`src/tfpwm_pkg.sv`:
```
// package for the thermal fan pwm controller: timing, duty coding, states, carriers
// assumes a single 250 MHz clock; analog comparisons arrive as synchronous flags
//
// How it works
// - one time base clocks states and pwm
// - duty follows higher of two inputs
// - 30% gives 0%, 70% gives full duty
// - power-on performs a full internal reset
// - primary below shutdown threshold shuts down immediately
// - shutdown floats fan drive and fault outputs
// - rise above startup threshold resets like power-up
// - fan start forces drive high 64 periods
// - at power-up drive low, fault inactive
// - primary low at power-up stays in shutdown
// - fault output active-low open-collector
// - fault when primary exceeds overtemperature threshold
// - fault independent of pwm, drive continues
// - fault clears when primary falls back
// - sleep from run only when both inputs below sleep; on leaving shutdown when none above wake
// - sleep floats drive, fault inactive, functions stop
// - wake above threshold, behaves like power-on
// - no fan start unless input above wake
// - shutdown overrides everything, secondary ignored
package tfpwm_pkg;
	// time base: 30 Hz nominal tick at 250 MHz
	localparam int TFPWM_CLK_HZ = 250_000_000;
	localparam int TFPWM_TIMEBASE_HZ = 30;
	localparam int TFPWM_TICK_CYCLES = TFPWM_CLK_HZ / TFPWM_TIMEBASE_HZ;
	// steps of one pwm period; duty code 0..steps means 0..100 %
	localparam int TFPWM_DUTY_STEPS = 64;
	localparam int TFPWM_DUTY_W = 7;
	localparam int TFPWM_STARTUP_PERIODS = 64;
	localparam int TFPWM_START_W = 7;
	localparam logic [TFPWM_DUTY_W-1:0] TFPWM_DUTY_RESET = 7'h00;
	// control code window: 30 % and 70 % of a 255 full-scale code
	localparam int TFPWM_LOW_CODE = 77;
	localparam int TFPWM_HIGH_CODE = 179;

	typedef enum logic [3:0] {
		TFPWM_ST_SHUTDOWN = 4'b0001,
		TFPWM_ST_STARTUP = 4'b0010,
		TFPWM_ST_RUN = 4'b0100,
		TFPWM_ST_SLEEP = 4'b1000
	} tfpwm_state_type;

	// comparator flags, already synchronous to clk
	typedef struct packed {
		logic primary_above_shutdown;
		logic primary_above_startup;
		logic primary_above_overtemp;
		logic primary_below_sleep;
		logic secondary_below_sleep;
		logic primary_above_wake;
		logic secondary_above_wake;
	} tfpwm_cmp_type;

	// pin drive for fan output and fault line
	typedef struct packed {
		logic fan_drive_o;
		logic fan_drive_oe;
		logic overtemp_fault_n_o;
		logic overtemp_fault_n_oe;
	} tfpwm_pins_type;
endpackage

```
`src/tfpwm_timebase.sv`:
```
// tfpwm_timebase: divider making a one-cycle tick at the pwm step rate
// assumes clk is the only clock; clear restarts the divider
`timescale 1ns/1ps
module tfpwm_timebase
	import tfpwm_pkg::*;
#(
	parameter int DIVIDE = TFPWM_TICK_CYCLES / TFPWM_DUTY_STEPS
) (
	input wire logic clk,
	input wire logic sys_rst,
	input wire logic clear,
	output logic step_tick
);
	// refuse a divider too short to make a one-cycle tick
	if (DIVIDE < 2) begin
		$error("tfpwm_timebase: DIVIDE must be at least 2");
	end

	typedef struct packed {
		logic [31:0] count;
		logic tick;
	} tfpwm_tb_state_type;

	tfpwm_tb_state_type st_reg, st_next;

	// free divider; the tick marks one step of the pwm period
	always_comb begin
		st_next = st_reg;
		st_next.tick = 1'b0;
		if (clear) begin
			st_next.count = 32'h0000_0000;
		end else if (st_reg.count == 32'(DIVIDE - 1)) begin
			st_next.count = 32'h0000_0000;
			st_next.tick = 1'b1;
		end else begin
			st_next.count = st_reg.count + 32'h0000_0001;
		end
	end

	always_ff @(posedge clk) begin
		if (sys_rst) begin
			st_reg <= '0;
		end else begin
			st_reg <= st_next;
		end
	end

	assign step_tick = st_reg.tick;
endmodule

```
`src/tfpwm_duty_select.sv`:
```
// tfpwm_duty_select: picks the larger control code and maps it to duty
// assumes codes are linear in supply fraction, full scale = 100 % of supply
`timescale 1ns/1ps
module tfpwm_duty_select
	import tfpwm_pkg::*;
#(
	parameter int CODE_W = 8,
	parameter int LOW_CODE = TFPWM_LOW_CODE,
	parameter int HIGH_CODE = TFPWM_HIGH_CODE
) (
	input wire logic clk,
	input wire logic sys_rst,
	input wire logic [CODE_W-1:0] primary_code,
	input wire logic [CODE_W-1:0] secondary_code,
	output logic [TFPWM_DUTY_W-1:0] duty_code
);
	// refuse a window that is empty or does not fit the code width
	if (HIGH_CODE <= LOW_CODE || LOW_CODE < 0 || HIGH_CODE >= (1 << CODE_W)) begin
		$error("tfpwm_duty_select: bad code window");
	end

	typedef struct packed {
		logic [TFPWM_DUTY_W-1:0] duty;
	} tfpwm_ds_state_type;

	tfpwm_ds_state_type st_reg, st_next;

	// clamp below 30 % and above 70 %, linear in between
	function automatic logic [TFPWM_DUTY_W-1:0] map_code(input logic [CODE_W-1:0] c);
		int v;
		v = 0;
		if (int'(c) <= LOW_CODE) v = 0;
		else if (int'(c) >= HIGH_CODE) v = TFPWM_DUTY_STEPS;
		else v = ((int'(c) - LOW_CODE) * TFPWM_DUTY_STEPS) / (HIGH_CODE - LOW_CODE);
		return TFPWM_DUTY_W'(v);
	endfunction

	// higher of the two inputs sets the demand
	always_comb begin
		st_next.duty = (primary_code >= secondary_code) ? map_code(primary_code)
			: map_code(secondary_code);
	end

	always_ff @(posedge clk) begin
		if (sys_rst) begin
			st_reg.duty <= TFPWM_DUTY_RESET;
		end else begin
			st_reg <= st_next;
		end
	end

	assign duty_code = st_reg.duty;
endmodule

```
`src/tfpwm_top.sv`:
```
// tfpwm_top: mode controller and low-frequency pwm for a thermal fan drive
// assumes comparator flags and control codes are synchronous to clk;
// sys_rst stands in for the power-on reset; the pins resolve outside
`timescale 1ns/1ps
module tfpwm_top
	import tfpwm_pkg::*;
#(
	parameter int CODE_W = 8,
	parameter int STEP_DIVIDE = TFPWM_TICK_CYCLES / TFPWM_DUTY_STEPS
) (
	input wire logic clk,
	input wire logic sys_rst,
	input wire tfpwm_cmp_type cmp,
	input wire logic [CODE_W-1:0] primary_control_input,
	input wire logic [CODE_W-1:0] secondary_control_input,
	output tfpwm_pins_type pins,
	output tfpwm_state_type mode,
	output logic in_shutdown,
	output logic in_sleep,
	output logic in_startup
);
	// the divider cannot make a one-cycle tick below two clocks
	if (STEP_DIVIDE < 2) begin
		$error("tfpwm_top: STEP_DIVIDE too small");
	end

	typedef struct packed {
		tfpwm_state_type state;
		logic [TFPWM_DUTY_W-1:0] phase;
		logic [TFPWM_START_W-1:0] start_periods;
		tfpwm_pins_type pins;
		logic shutdown;
		logic sleep;
		logic startup;
	} tfpwm_top_state_type;

	tfpwm_top_state_type st_reg, st_next;
	logic step_tick;
	logic [TFPWM_DUTY_W-1:0] duty_code;
	logic tb_clear;
	logic wake_req;
	logic sleep_req;

	// time base held still while shut down or asleep
	assign tb_clear = (st_reg.state == TFPWM_ST_SHUTDOWN) || (st_reg.state == TFPWM_ST_SLEEP);

	tfpwm_timebase #(
		.DIVIDE(STEP_DIVIDE)
	) u_timebase (
		.clk(clk),
		.sys_rst(sys_rst),
		.clear(tb_clear),
		.step_tick(step_tick)
	);

	tfpwm_duty_select #(
		.CODE_W(CODE_W)
	) u_duty (
		.clk(clk),
		.sys_rst(sys_rst),
		.primary_code(primary_control_input),
		.secondary_code(secondary_control_input),
		.duty_code(duty_code)
	);

	// grounded sleep threshold leaves the below flags low, so sleep_req never fires
	assign sleep_req = cmp.primary_below_sleep && cmp.secondary_below_sleep;
	assign wake_req = cmp.primary_above_wake || cmp.secondary_above_wake;

	// mode sequencing and pwm
	always_comb begin
		st_next = st_reg;
		case (st_reg.state)
			TFPWM_ST_SHUTDOWN: begin
				// leaving shutdown acts as a fresh power-up
				if (cmp.primary_above_startup) begin
					st_next.state = wake_req ? TFPWM_ST_STARTUP : TFPWM_ST_SLEEP;
					st_next.start_periods = '0;
					st_next.phase = '0;
				end
			end
			TFPWM_ST_SLEEP: begin
				if (wake_req) begin
					st_next.state = TFPWM_ST_STARTUP;
					st_next.start_periods = '0;
					st_next.phase = '0;
				end
			end
			TFPWM_ST_STARTUP: begin
				// count 64 whole periods with drive forced high
				if (step_tick) begin
					st_next.phase = (st_reg.phase == TFPWM_DUTY_W'(TFPWM_DUTY_STEPS - 1))
						? '0 : st_reg.phase + 1'b1;
					if (st_reg.phase == TFPWM_DUTY_W'(TFPWM_DUTY_STEPS - 1)) begin
						st_next.start_periods = st_reg.start_periods + 1'b1;
						if (st_reg.start_periods == TFPWM_START_W'(TFPWM_STARTUP_PERIODS - 1))
							st_next.state = TFPWM_ST_RUN;
					end
				end
			end
			TFPWM_ST_RUN: begin
				if (sleep_req) begin
					st_next.state = TFPWM_ST_SLEEP;
				end else if (step_tick) begin
					// free-running period counter
					st_next.phase = (st_reg.phase == TFPWM_DUTY_W'(TFPWM_DUTY_STEPS - 1))
						? '0 : st_reg.phase + 1'b1;
				end
			end
			default: begin
				st_next.state = TFPWM_ST_SHUTDOWN;
			end
		endcase
		// shutdown wins over every other condition
		if (!cmp.primary_above_shutdown) begin
			st_next.state = TFPWM_ST_SHUTDOWN;
		end

		// output pins from the next state so they track it with no extra lag
		st_next.pins.overtemp_fault_n_o = 1'b0; // open collector only pulls low
		st_next.pins.overtemp_fault_n_oe = 1'b0;
		case (st_next.state)
			TFPWM_ST_SHUTDOWN: begin
				// drive low but released; fault line released
				st_next.pins.fan_drive_o = 1'b0;
				st_next.pins.fan_drive_oe = 1'b0;
			end
			TFPWM_ST_SLEEP: begin
				st_next.pins.fan_drive_o = 1'b0;
				st_next.pins.fan_drive_oe = 1'b0;
			end
			TFPWM_ST_STARTUP: begin
				st_next.pins.fan_drive_o = 1'b1;
				st_next.pins.fan_drive_oe = 1'b1;
				st_next.pins.overtemp_fault_n_oe = cmp.primary_above_overtemp;
			end
			TFPWM_ST_RUN: begin
				// full duty code keeps the output constantly high
				st_next.pins.fan_drive_o = (st_next.phase < duty_code);
				st_next.pins.fan_drive_oe = 1'b1;
				// non-latching, independent of the pwm
				st_next.pins.overtemp_fault_n_oe = cmp.primary_above_overtemp;
			end
			default: begin
				st_next.pins.fan_drive_o = 1'b0;
				st_next.pins.fan_drive_oe = 1'b0;
			end
		endcase
		st_next.shutdown = (st_next.state == TFPWM_ST_SHUTDOWN);
		st_next.sleep = (st_next.state == TFPWM_ST_SLEEP);
		st_next.startup = (st_next.state == TFPWM_ST_STARTUP);
	end

	// reset lands in shutdown with drive low; the comb logic then picks
	// startup, sleep or stays put from the flags, as a power-up would
	always_ff @(posedge clk) begin
		if (sys_rst) begin
			st_reg.state <= TFPWM_ST_SHUTDOWN;
			st_reg.phase <= '0;
			st_reg.start_periods <= '0;
			st_reg.pins <= '0;
			st_reg.shutdown <= 1'b1;
			st_reg.sleep <= 1'b0;
			st_reg.startup <= 1'b0;
		end else begin
			st_reg <= st_next;
		end
	end

	assign pins = st_reg.pins;
	assign mode = st_reg.state;
	assign in_shutdown = st_reg.shutdown;
	assign in_sleep = st_reg.sleep;
	assign in_startup = st_reg.startup;
endmodule

```
`config.mk`:
```
export PLATFORM = sky130hd
export DESIGN_NAME = tfpwm_top
export DESIGN_NICKNAME = d
export VERILOG_FILES = /design/src/tfpwm_pkg.sv /design/src/tfpwm_timebase.sv /design/src/tfpwm_duty_select.sv /design/src/tfpwm_top.sv
export SDC_FILE = /design/constraint.sdc
export NUM_CORES = 1
export LEC_CHECK = 0
export ABC_AREA = 1
export BUFFER_PORTS_ARGS = -buffer_cell sky130_fd_sc_hd__buf_2
export CORE_MARGIN = 3
export CORE_UTILIZATION = 48
export DETAILED_ROUTE_END_ITERATION = 10
export GPL_TIMING_DRIVEN = 0
export SYNTH_ARGS = -nofsm -noshare
export SYNTH_HDL_FRONTEND = slang
export SYNTH_SLANG_ARGS = --single-unit
```
`constraint.sdc`:
```
create_clock -name clk -period 9.5 [get_ports clk]
set_input_delay 1.9 -clock clk [delete_from_list [all_inputs] [get_ports clk]]
set_output_delay 1.9 -clock clk [all_outputs]
set_load 0.01 [all_outputs]
```
; ---- Word level (Yosys, flattened, before mapping)
; Index checks and enable logic that the tools add are counted.
; Widths: inputs -> output; s select.
[word_totals]
regBits = 65
[classes]
n_addsub = 5
n_div = 2
magnitude_cmp = 6
n_eq_ne = 15
mux = 22
n_bitwise = 1
n_reduce_logical = 9
[ops]
columns = cell, n
row1 = $div 32x8->32 const B, 2
row2 = $mux 7, 9
row3 = $mux 18, 3
row4 = $add 32x1->32 const B, 1
row5 = $eq 32x17->1 const B, 1
row6 = $pmux 7 s4, 1
row7 = $pmux 7 s3, 1
row8 = $mux 4, 5
row9 = $sub 8x7->9 const B, 2
row10 = $ge 8x8->1 const B, 2
row11 = $le 8x7->1 const B, 2
row12 = $pmux 4 s4, 1
row13 = $add 7x1->7 const B, 2
row14 = $eq 7x6->1 const B, 2
row15 = $eq 4x1->1 const B, 2
row16 = $eq 4x2->1 const B, 2
row17 = $eq 4x3->1 const B, 2
row18 = $eq 4x4->1 const B, 2
row19 = $ge 8x8->1, 1
row20 = $lt 7x7->1, 1
row21 = $ne 2x2->1 const B, 3
row22 = $reduce_or 2->1, 3
row23 = $reduce_and 5->1, 1
row24 = $pmux 2 s2, 1
row25 = 7 further kinds, 8

; ---- Depth between registers and ports, before layout
[logic_depth]
ltp_word = 10
mapped_depth = 65

; ---- Modules after synthesis
; Synthesis repeated with hierarchy kept, for this count alone.
[unflattened]
cells_unflattened = 1551
hier_area_um2 = 9213.8
[modules_own_cells]
columns = mod, n_inst, cells_each, area_per_inst_um2, seq_area_each_um2
row1 = tfpwm_duty_select, 1, 988, 5733.0, 140.1
row2 = tfpwm_timebase, 1, 329, 1935.6, 660.6
row3 = tfpwm_top, 1, 234, 1545.2, 480.5

; ---- Least setup slack after synthesis
; Ideal clock, no wire load.
[synth_timing]
path_type = input -> register
startpoint = input primary_control_input[1]
endpoint = register u_duty.st_reg, in the netlist u_duty.duty_code[6]
setup_ps = 132
arrival_ps = 8143
required_ps = 9368
setup_slack_ps = 1224
stages = 59
n_path_buf = 2
cell_sequence = inv_1 > ha_1 > inv_1 > nand2_1 > xor2_2 > nor2_1 > nand2_1 > nand2_1 > nand2_1 > nand2_2 > nand3_1 > nand2_1 > inv_1 > ha_1 > nor2_1 > o31ai_1 > inv_1 > o21ai_0 > [23 not listed] > and2_1 > ha_1 > inv_1 > nand3_1 > nand3_1 > nand2_1 > o21ai_0 > nand2_1 > nor2_2 > nand3_1 > inv_1 > ha_1 > nand3_1 > o31ai_1 > xor2_1 > nand2_1 > nand3_1 > a21oi_1
[synth_via]
elab_chain_cells = 5
word_cells_on_any_way = 8
classes_between = 1 x add/sub / 1 x div / 3 x order compare / 3 x mux
[synth_rtl]
columns = item, line
row1 = from (decl), tfpwm_top.sv:14  ; input wire logic [CODE_W-1:0] primary_control_input,
row2 = $sub 8x7->9, tfpwm_duty_select.sv:34  ; else v = ((int'(c) - LOW_CODE) * TFPWM_DUTY_STEPS) / (HIGH_CODE - LOW_CODE);
row3 = $div 32x8->32, tfpwm_duty_select.sv:34
row4 = $mux 7, tfpwm_duty_select.sv:33  ; else if (int'(c) >= HIGH_CODE) v = TFPWM_DUTY_STEPS;
row5 = $mux 7, tfpwm_duty_select.sv:32  ; if (int'(c) <= LOW_CODE) v = 0;
row6 = $mux 7 *, tfpwm_duty_select.sv:40  ; st_next.duty = (primary_code >= secondary_code) ? map_code(primary_code)
row7 = to (signal assigned), tfpwm_duty_select.sv:48  ; st_reg <= st_next;
row8 = to (decl), tfpwm_duty_select.sv:26  ; tfpwm_ds_state_type st_reg, st_next;
; Mark *: on every way between the ends. The rest lies on a longest branch, timed or not.
; A chain may end at the register's enable or synchronous reset.

; ---- Final worst setup path
[layout_timing]
startpoint = input secondary_control_input[0]
endpoint = register u_duty.st_reg, in the netlist u_duty.duty_code[6]
[layout_via]
elab_chain_cells = 5
word_cells_on_any_way = 8
classes_between = 1 x add/sub / 1 x div / 3 x order compare / 3 x mux
[layout_rtl]
columns = item, line
row1 = from (decl), tfpwm_top.sv:15  ; input wire logic [CODE_W-1:0] secondary_control_input,
row2 = $sub 8x7->9, tfpwm_duty_select.sv:34
row3 = $div 32x8->32, tfpwm_duty_select.sv:34
row4 = $mux 7, tfpwm_duty_select.sv:33
row5 = $mux 7, tfpwm_duty_select.sv:32
row6 = $mux 7 *, tfpwm_duty_select.sv:40
; Marks and branches as above.

==> run_results.csv <==
group,metric,value,unit
timing,tightest_slew,644.9,ps
placement,place_ws,-175.6,ps
critical_path,slowest_delay,230,ps
timing,hold_viol,0,
drt,vias,8385,
die,die_y,137.1,um
clocking,clkTransAtPathRegs,50,ps
clocking,clk_latency,330,ps
timing,slew_violations,0,
synthesis,syn_avg_cell_area,5.875,sq um
placement,io_buffers,33,
synthesis,async_flop_share,0,
synthesis,synth_top_area_frac,0.1855,
die,rows,47,
drt,finalWirelength,18640,um
clocking,cts_buffers,9,
die,chipWidth,137.1,um
worst_hold_path,hp-class,"reg2reg",
layout,final_area,9389,sq um
clocking,cts-root-buf,"clkbuf_16",
clocking,ctsHoldBuffers,0,
critical_path,rrSetupSlack,6130,ps
clocking,cts_sinks,64,
timing,setup_viol,0,
grt,grt_pass1_vias,7114,
critical_path,startpoint_type,"input port",
drt,antenna_left,0,
drt,dr.pass1.iters,5,
clocking,clock_path_buffers,2,
grt,gr-usage-all-layers,0.1943,
run,maxCapViolCount,0,
timing,setup_ws,764.3,ps
drt,avgViaCountPerCell,4.956,
timing,fin_setup_tns,0,ps
critical_path,cp_slowest_cell,"ha_1",
synthesis,ys.flop_type,"dfxtp_1",
die,dieArea,18810,sq um
placement,gp_congestion,0.8603,
timing,fmax,0.1145,GHz
synthesis,synthTopCellsByArea,"nand2_1 19%, dfxtp_1 16%, inv_1 9.5%, nand3_1 7.5%, ha_1 6.2%",
critical_path,endpoint_kind,"flop",
synthesis,yosysSeqAreaShare,0.1552,
synthesis,synth_edf_count,0,
grt,overflow,0,
clocking,h-tree-depth,3,
placement,place_area,8695,sq um
synthesis,yosysWarnings,0,
critical_path,criticalPathCategory,"in2reg",
layout,final_core_util,0.5622,
critical_path,required,9690,ps
layout,drive_gt1_frac,0.1909,
grt,antenna_found_initial,0,
layout,syn_to_final_growth,13.75,%
critical_path,arrival,8920,ps
layout,nets,1533,
drt,drt_iter0_markers,352,
drt,post_drt_wl_per_cell,11.01,um
layout,layout_commonest_cell,"nand2_1",
layout,largest_reg_flops,32,
critical_path,crit_fanout,10,
layout,antenna_cells,0,
timing,fin_skew,8.806,ps
grt,grt_first_pass_wirelength,31150,um
layout,final_cell_mix,"399 x nand2_1, 205 x inv_1, 119 x nand3_1",
critical_path,cp_common_cell,"nand2_1",
placement,hpwl,15210,um
die,core-area,16700,sq um
drt,drcViolationCount,0,
die,pin_count,36,
timing,min_period_over_period,0.9195,
synthesis,synth_nets,1471,
synthesis,synth_seq_cells,64,
status,status,"finished clean",
synthesis,synth_cells,1405,
synthesis,synthDistinctLibCells,52,
die,initial_core_util,0.4942,
synthesis,synth_top_area_cell,"nand2_1",
timing,fin_crit,8736,ps
timing,slew_headroom,0.5668,
grt,grt_start_max_net_pins,14,
synthesis,syn-cell-area,8254,sq um
clocking,cts_tree,"yes",
## through the flow
step / std cells / hold WS, ps
finish: 1692 / 451.0
global route: 1692 / 460.0
CTS: 1674 / 452.6
detailed placement: 1658 / 439.5
global placement: 1658 / 428.4
floorplan: 1405 / 417.6
## final cells by class
type / instances / area (sq um)
plain buffers: 23 / 181.4
clock buffers: 9 / 225.2
clock inverters: 7 / 78.83
fillers: 1751 / 7312
inverters: 244 / 915.9
multi-input cells: 1075 / 6123
flip-flops and latches: 64 / 1281
well taps: 220 / 275.3
repair buffers: 50 / 307.8
## layer usage
metal / vias up / wire length, um / global-route usage
met5: - / 0 / 0
met1: 3654 / 9964 / 0.2877
li1: 4620 / - / -
met4: 0 / 142 / 0.03936
met3: 11 / 467 / 0.01875
met2: 100 / 8062 / 0.3057
## critical path: cells and delay by family
family,cells,cell delay [ps]
AO/OA/AOI/OAI,4,570
XOR/XNOR,3,510
adder cells (fa/ha/maj),5,930
buffers and inverters,13,1240
AND/OR/NAND/NOR,36,3740
## final timing paths
path         depth (start not counted)                  startpoint               endpoint
min                                  1        u_timebase.st_reg[1]   u_timebase.st_reg[1]
min reg2reg                          1        u_timebase.st_reg[1]   u_timebase.st_reg[1]
max reg2reg                         23        u_timebase.st_reg[1]  u_timebase.st_reg[31]
max                                 61  secondary_control_input[0]    u_duty.duty_code[6]
## what timing repair did
action                     4_1_cts  5_1_grt
resized for setup                0       67
setup buffers                    0       17
setup endpoints to repair        0        6
## Yosys cell counts (all sizes together) (2+ instances only)
library cell / n
a21boi: 4
a21oi: 58
a31oi: 4
a41oi: 2
and2: 4
and3: 2
buf: 18
clkbuf: 5
clkinv: 3
dfxtp: 64
ha: 41
inv: 241
nand2: 458
nand3: 157
nand3b: 7
nand4: 43
nor2: 140
nor3: 27
nor3b: 9
nor4: 5
o211ai: 7
o21a: 10
o21ai: 42
o21bai: 2
o31ai: 2
or2: 6
xnor2: 3
xor2: 34
## cell families after synthesis
kind of cell / after synthesis / share of synthesized area
AO/OA/AOI/OAI: 136 / 0.09914
XOR/XNOR: 37 / 0.04290
adder cells (fa/ha/maj): 41 / 0.06215
buffers and inverters: 267 / 0.1325
flip-flops: 64 / 0.1552
other: 1 / 0.0004543
AND/OR/NAND/NOR: 859 / 0.5077
Power is not shown: default switching activity piles up to over one toggle a cycle in this logic, so the estimate is an artifact.
